<file path="src/verilog/hrss_pkg.sv">
/*
 * Constants for the reset-time strap sampler: register offsets, field
 * positions, reset values and the fixed management-bus address prefix.
 * Assumes a 32-bit AXI4-Lite register bus with word-aligned registers.
 */
package hrss_pkg;
    // ****************************************************************
    // Register map
    // ****************************************************************
    localparam logic [7:0] HRSS_OFF_STRAP  = 8'h00;
    localparam logic [7:0] HRSS_OFF_CTRL   = 8'h04;
    localparam logic [7:0] HRSS_OFF_ADDR   = 8'h08;
    // Strap register fields
    localparam int HRSS_B_PWR   = 0;
    localparam int HRSS_B_GANG  = 1;
    localparam int HRSS_B_LED   = 2;
    localparam int HRSS_B_MBUS  = 3;
    localparam int HRSS_B_FPM   = 4;
    localparam int HRSS_B_PIND  = 5;
    localparam int HRSS_B_USB3  = 6;
    // Control register fields
    localparam int HRSS_B_PWREN = 0;
    localparam int HRSS_B_SS    = 1;
    localparam logic [1:0] HRSS_CTRL_RST = 2'h0;
    // ****************************************************************
    // Management-bus address
    // ****************************************************************
    localparam logic [3:0] HRSS_ADDR_PREFIX = 4'h8;
    // AXI responses
    localparam logic [1:0] HRSS_RESP_OKAY   = 2'h0;
    localparam logic [1:0] HRSS_RESP_SLVERR = 2'h2;
endpackage

</file>
<file path="src/verilog/hrss_capture.sv">
/*
 * Strap capture: takes the three strap pins and the mode select in the
 * first cycle after reset release and then holds them until next reset.
 * Assumes straps are stable and synchronous to aclk around release.
 */
`timescale 1ns/100ps
module hrss_capture
    import hrss_pkg::*;
(
    // Clock and reset
    input  wire logic       aclk,
    input  wire logic       aresetn,
    // Strap pins
    input  wire logic [3:0] strap_in,
    // Captured values
    output logic      [3:0] strap_q,
    output logic            captured
);
    // Reset values are constants; the pins are caught only after release
    always_ff @(posedge aclk)
    begin
        if (!aresetn)
        begin
            captured <= 1'b0;
            strap_q  <= 4'hF;
        end
        else if (!captured)
        begin
            captured <= 1'b1;
            strap_q  <= strap_in;
        end
    end

    AST_HOLD: assert property (@(posedge aclk) disable iff (!aresetn)
        captured |=> strap_q == $past(strap_q))
        else $error("strap value changed after capture");
endmodule

</file>
<file path="src/verilog/hrss_top.sv">
/*
 * Reset-time strap sampler with upstream-link status, reachable over
 * AXI4-Lite. Assumes one 50 MHz clock and a synchronous active-low reset.
 * Straps captured at release; power enable and link speed from software.
 */
// Our own choices: the register offsets and register access over AXI4-Lite.
`timescale 1ns/100ps
// Functional notes
// - USB3 status output follows upstream link mode
// - Sample power-management strap at reset release
// - Low strap means full power management
// - Drive port power enable when supported (code also needs ctrl bit PWREN set)
// - Bus mode: power strap is address bit1
// - Fixed ones at bits 2,3 superseded
// - Sample ganged strap at release, low=LEDs
// - Sample port-indicator strap, low enables LEDs
// - Duplicate bit3 resolved by address format
// - Address is 1000 p g x rw
module hrss_top
    import hrss_pkg::*;
(
    // Clock and reset
    input  wire logic        aclk,
    input  wire logic        aresetn,
    // AXI4-Lite write
    input  wire logic [7:0]  s_axi_awaddr,
    input  wire logic        s_axi_awvalid,
    output logic             s_axi_awready,
    input  wire logic [31:0] s_axi_wdata,
    input  wire logic [3:0]  s_axi_wstrb,
    input  wire logic        s_axi_wvalid,
    output logic             s_axi_wready,
    output logic [1:0]       s_axi_bresp,
    output logic             s_axi_bvalid,
    input  wire logic        s_axi_bready,
    // AXI4-Lite read
    input  wire logic [7:0]  s_axi_araddr,
    input  wire logic        s_axi_arvalid,
    output logic             s_axi_arready,
    output logic [31:0]      s_axi_rdata,
    output logic [1:0]       s_axi_rresp,
    output logic             s_axi_rvalid,
    input  wire logic        s_axi_rready,
    // Strap pins
    input  wire logic        power_mgmt_strap_addr1,
    input  wire logic        gang_strap_addr_pin,
    input  wire logic        port_led_strap_addr_pin,
    input  wire logic        mgmt_bus_mode_select,
    // Status, power and management-bus address outputs
    output logic             usb3_status_out,
    output logic             port0_power_enable_out,
    output logic [6:0]       mgmt_bus_addr
);
    logic [3:0] strap_q;
    logic       captured;
    logic [1:0] ctrl;
    logic       full_pm;
    logic       pind_en;
    logic       led_en;
    logic       mbus_mode;

    hrss_capture u_cap
    (
        .aclk     (aclk),
        .aresetn  (aresetn),
        .strap_in ({mgmt_bus_mode_select, port_led_strap_addr_pin,
                    gang_strap_addr_pin, power_mgmt_strap_addr1}),
        .strap_q  (strap_q),
        .captured (captured)
    );

    // ****************************************************************
    // Strap decode
    // ****************************************************************
    assign full_pm   = !strap_q[0];
    assign led_en    = !strap_q[1];
    assign pind_en   = !strap_q[2];
    assign mbus_mode = !strap_q[3];

    // Address bits follow the strap pins, so the fixed-one claim is dropped
    always_ff @(posedge aclk)
    begin
        if (!aresetn)
            mgmt_bus_addr <= 7'h00;
        else if (mbus_mode && captured)
            mgmt_bus_addr <= {HRSS_ADDR_PREFIX, strap_q[2], strap_q[1], strap_q[0]};
        else
            mgmt_bus_addr <= 7'h00;
    end

    // ****************************************************************
    // Outputs
    // ****************************************************************
    always_ff @(posedge aclk)
    begin
        if (!aresetn)
        begin
            usb3_status_out        <= 1'b0;
            port0_power_enable_out <= 1'b0;
        end
        else
        begin
            usb3_status_out        <= ctrl[HRSS_B_SS];
            port0_power_enable_out <= full_pm && captured && ctrl[HRSS_B_PWREN];
        end
    end

    // ****************************************************************
    // AXI4-Lite write path
    // ****************************************************************
    logic aw_hold;
    logic w_hold;
    logic [7:0] aw_addr;
    logic [31:0] w_data;
    logic [3:0] w_strb;

    // Ready only while the slot is empty and no response is pending
    assign s_axi_awready = !aw_hold && !s_axi_bvalid;
    assign s_axi_wready  = !w_hold && !s_axi_bvalid;

    always_ff @(posedge aclk)
    begin
        if (!aresetn)
        begin
            aw_hold <= 1'b0;
            w_hold  <= 1'b0;
            aw_addr <= 8'h00;
            w_data  <= 32'h0000_0000;
            w_strb  <= 4'h0;
            s_axi_bvalid <= 1'b0;
            s_axi_bresp  <= HRSS_RESP_OKAY;
            ctrl    <= HRSS_CTRL_RST;
        end
        else
        begin
            if (s_axi_awvalid && s_axi_awready)
            begin
                aw_hold <= 1'b1;
                aw_addr <= s_axi_awaddr;
            end
            if (s_axi_wvalid && s_axi_wready)
            begin
                w_hold <= 1'b1;
                w_data <= s_axi_wdata;
                w_strb <= s_axi_wstrb;
            end
            if (aw_hold && w_hold)
            begin
                aw_hold      <= 1'b0;
                w_hold       <= 1'b0;
                s_axi_bvalid <= 1'b1;
                if (aw_addr[7:2] == HRSS_OFF_CTRL[7:2])
                begin
                    s_axi_bresp <= HRSS_RESP_OKAY;
                    if (w_strb[0])
                        ctrl <= w_data[1:0];
                end
                else if (aw_addr[7:2] == HRSS_OFF_STRAP[7:2] || aw_addr[7:2] == HRSS_OFF_ADDR[7:2])
                    s_axi_bresp <= HRSS_RESP_OKAY;
                else
                    s_axi_bresp <= HRSS_RESP_SLVERR;
            end
            else if (s_axi_bvalid && s_axi_bready)
                s_axi_bvalid <= 1'b0;
        end
    end

    // ****************************************************************
    // AXI4-Lite read path
    // ****************************************************************
    assign s_axi_arready = !s_axi_rvalid;

    always_ff @(posedge aclk)
    begin
        if (!aresetn)
        begin
            s_axi_rvalid <= 1'b0;
            s_axi_rdata  <= 32'h0000_0000;
            s_axi_rresp  <= HRSS_RESP_OKAY;
        end
        else if (s_axi_arvalid && s_axi_arready)
        begin
            s_axi_rvalid <= 1'b1;
            s_axi_rresp  <= HRSS_RESP_OKAY;
            case (s_axi_araddr[7:2])
                HRSS_OFF_STRAP[7:2]:
                    s_axi_rdata <= {25'h0, usb3_status_out, pind_en, full_pm,
                                    strap_q[3], strap_q[2], strap_q[1], strap_q[0]};
                HRSS_OFF_CTRL[7:2]:
                    s_axi_rdata <= {30'h0, ctrl};
                HRSS_OFF_ADDR[7:2]:
                    s_axi_rdata <= {25'h0, mgmt_bus_addr};
                default:
                begin
                    s_axi_rdata <= 32'h0000_0000;
                    s_axi_rresp <= HRSS_RESP_SLVERR;
                end
            endcase
        end
        else if (s_axi_rready)
            s_axi_rvalid <= 1'b0;
    end

    // ****************************************************************
    // Checks
    // ****************************************************************
    AST_USB3: assert property (@(posedge aclk) disable iff (!aresetn)
        ##1 usb3_status_out == $past(ctrl[HRSS_B_SS]))
        else $error("usb3 status does not follow link mode");
    AST_PWR_OFF: assert property (@(posedge aclk) disable iff (!aresetn)
        strap_q[0] && captured |=> !port0_power_enable_out)
        else $error("power enable driven without power management");
    AST_PWR_ON: assert property (@(posedge aclk) disable iff (!aresetn)
        !strap_q[0] && captured && ctrl[HRSS_B_PWREN] |=> port0_power_enable_out)
        else $error("power enable not driven");
    AST_ADDR1: assert property (@(posedge aclk) disable iff (!aresetn)
        captured && mbus_mode |=> mgmt_bus_addr[0] == $past(strap_q[0]))
        else $error("address bit 1 wrong");
    AST_ADDR_PRE: assert property (@(posedge aclk) disable iff (!aresetn)
        captured && mbus_mode |=> mgmt_bus_addr[6:3] == HRSS_ADDR_PREFIX)
        else $error("address prefix wrong");
    AST_ADDR_P: assert property (@(posedge aclk) disable iff (!aresetn)
        captured && mbus_mode |=> mgmt_bus_addr[2:1] == $past(strap_q[2:1]))
        else $error("address strap bits wrong");
    AST_LED: assert property (@(posedge aclk) disable iff (!aresetn)
        !captured ##1 captured |-> led_en == !$past(gang_strap_addr_pin)
        && pind_en == !$past(port_led_strap_addr_pin))
        else $error("led decode wrong");
    AST_CAP: assert property (@(posedge aclk)
        !aresetn ##1 aresetn |=> captured && strap_q[0] == $past(power_mgmt_strap_addr1))
        else $error("strap not sampled at release");
endmodule

</file>
<file path="config.mk">
export PLATFORM = sky130hd
export DESIGN_NAME = hrss_top
export DESIGN_NICKNAME = d
export VERILOG_FILES = /design/src/verilog/hrss_pkg.sv /design/src/verilog/hrss_capture.sv /design/src/verilog/hrss_top.sv
export SDC_FILE = /design/constraint.sdc
export NUM_CORES = 1
export LEC_CHECK = 0
export ABC_AREA = 1
export BUFFER_PORTS_ARGS = -buffer_cell sky130_fd_sc_hd__buf_4
export CORE_MARGIN = 3
export CORE_UTILIZATION = 44
export DETAILED_ROUTE_END_ITERATION = 12
export PLACE_DENSITY = 0.85
export SYNTH_ARGS = -nofsm -noshare
export SYNTH_HDL_FRONTEND = slang
export SYNTH_SLANG_ARGS = --single-unit
</file>
<file path="constraint.sdc">
create_clock -name aclk -period 1.7 [get_ports aclk]
set_input_delay 0.255 -clock aclk [delete_from_list [all_inputs] [get_ports aclk]]
set_output_delay 0.255 -clock aclk [all_outputs]
set_load 0.05 [all_outputs]
</file>
==> metrics.md <==
| Metric | Value |
|---|---|
| Hold-fix buffers, CTS | 0 |
| Layout area overhead | 22.4% |
| First-pass GRT wire length | 4770 um |
| TNS Setup | 0 ps |
| DRC viols | 0 |
| Post_cts resized | 0 |
| Leading cell types in the layout, fill and taps excluded | buf_4, dfxtp_1, nor2_1, conb_1, nand2_1 |
| CP max-delay cell | dfxtp_1 |
| Yosys cell types | 24 |
| Final RePlAce weighted congestion | 0.870 |
| DR WL/cell | 10.1 um |
| Final hold violation count | 0 |
| IO Pins | 113 |
| CP Data Arrival Time | 1010 ps |
| Top cells by area, synth | dfxtp_1, buf_4, nor2_1 |
| Clock slew at the register clock pins of the worst setup and hold paths | 60 ps |
| Placed cells | 294 |
| Critical path, cell by cell | nor2_2, buf_4 |
| Antenna Nets Post-Route | 0 |
| Worst VDD drop | 0.632 mV |
| CTS Buffer Depth | 2 |
| Placement row count | 21 |
| Grt ovf | 0 |
| Synth Instances | 207 |
| Final slew viol count | 0 |
| Post-CTS repair timing setup buffer count | 0 |
| Largest net degree at the start of global routing | 20 |
| Number of global-route vias before repair | 1154 |
| Worst EP required | 1440 ps |
| CTS H-tree depth | 2 |
| GRT Overall Usage | 14.3% |
| Non-Filler Instances | 302 |
| Worst setup SP type | register |
| CTS buffer count | 5 |
| Post-synth top area share | 43.1% |
| Leading area contributor after synthesis | dfxtp_1 |
| Post-DR vias/cell | 4.35 |
| Seq/Total Area, Yosys | 43.1% |
| # setup viols final | 0 |
| Leading cell type in the layout, fill and taps excluded | buf_4 |
| Fmax achieved | 0.794 GHz |
| Synth warn | 0 |
| Initial antenna violation count | 0 |
| Initial Utilization | 47.3% |
| Clk_lat worst skew | 280 ps |
| Core Region | 0.00344 mm^2 |
| Via total after detailed routing | 1313 |
| Crit path time final | 1260 ps |
| Max stage delay on crit path | 360 ps |
| Die span in x | 66.8 um |
| Initial DRC Count | 61 |
| Period utilization | 74.1% |
| Worst hold path class | in -> reg |
| Proportion of layout cells with a drive suffix above 1 | 30.9% |
| Element type at the critical path end | output pin |
| CTS root buf | clkbuf_8 |
| Synthesized cell area | 0.00163 mm^2 |
| Fin nets | 318 |
| Routed WL | 3050 um |
| Outcome | finished, final reports clean |
| Final design utilization | 57.8% |
| Yosys reg bits | 35 |
| Power per cell area | 987 mW/mm^2 |
| Maximum Capacitance Violations | 0 |
| Number of antenna diodes | 0 |
| DR pass1 iterations | 4 |
| Leakage power total | 0.970 nW |
| RSZ-0062 raised after global routing | false |
| Clk_skew | 4.03 ps |
| Die Ht | 66.8 um |
| Clk sink count | 35 |
| Peak fanout along the critical path | 5 |
| TritonCTS clock tree | built |
| Total Die Area | 0.00446 mm^2 |
| Final HPWL DP | 2460 um |
| Avg Cell Area, Syn | 7.86 um^2 |
| Worst setup path class | reg -> out |
| Port Buf Inserts | 45 |
-- final cells by class --
| cell class | instances | area, um^2 |
|---|---|---|
| fill | 331 | 1450 |
| sequential | 35 | 701 |
| multi-input combinational | 147 | 714 |
| timing repair buffer | 45 | 338 |
| tap | 46 | 57.6 |
| clock buffer | 8 | 100 |
| inverter | 21 | 80.1 |
-- registers in the layout, indices dropped and copies added, names as in the netlist --
| name | count |
|---|---|
| w_hold | 1 |
| s_axi_rdata | 7 |
| w_strb | 1 |
| u_cap.strap_q | 4 |
| mgmt_bus_addr | 4 |
| s_axi_bvalid | 1 |
| aw_addr | 6 |
| w_data | 2 |
| ctrl | 2 |
| port0_power_enable_out | 1 |
| s_axi_rvalid | 1 |
| s_axi_bresp | 1 |
| u_cap.captured | 1 |
| s_axi_rresp | 1 |
| usb3_status_out | 1 |
| aw_hold | 1 |
-- synthesized netlist by cell type --
cell type,n
buf_4,31
inv_1,15
a22oi_2,3
nand4_1,6
and2_1,1
clkinv_2,1
o21a_1,1
o211ai_1,3
conb_1,1
a211oi_1,1
a21oi_1,7
nand3_1,7
nor2_2,9
nor3_1,2
nand2_1,25
nand2_4,1
nand2_2,3
dfxtp_1,35
o21ai_1,12
inv_2,5
a21oi_2,2
buf_2,2
nor2_4,2
nor2_1,32
-- stage by stage --
step                hold WS, ps  cell area, um^2  worst slack (ps)  power (mW)
finish                      191             1990               440        1.96
detailed placement          461             1890               597        1.34
global placement            449             1890               625        1.34
global route                199             1990               374        2.07
floorplan                   283             1740               149        1.29
CTS                         186             1990               415        1.98
-- worst max-delay path, delay by kind of cell, from the launching register on --
kind	cells	cell delay [ps]
DFF	1	360
and+or+nand+nor	1	150
buffers and inverters	1	220
-- power by group --
group	switching, mW	internal, mW	total (mW)
Combinational	0.325	0.107	0.431
Sequential	0.0280	0.865	0.893
Clock	0.271	0.369	0.640
-- final timing paths --
path | cells past startpoint | startpoint | to | slack (ps)
worst max-delay path | 2 | s_axi_bvalid | s_axi_awready | 440
worst min-delay path | 3 | port_led_strap_addr_pin | u_cap.strap_q[2] | 190
worst max register to register | 6 | w_hold | ctrl[1] | 690
worst min register to register | 1 | u_cap.strap_q[0] | port0_power_enable_out | 470
-- cells by family after synthesis --
group	after synthesis	synth area share [%]
AO/OA/AOI/OAI	29	11.5
buffers and inverters	54	19.8
flip-flops	35	43.1
other	1	0.231
AND/OR/NAND/NOR	88	25.3
-- per-layer routing --
metal	vias to the layer above	global-route usage (%)	part of all wire [%]
met5	-	0	0
met2	53	24.0	48
met1	566	16.4	41
li1	691	-	-
met3	3	5.73	9.7
met4	0	5.08	1.2
Power figures use the tool's default switching activity.
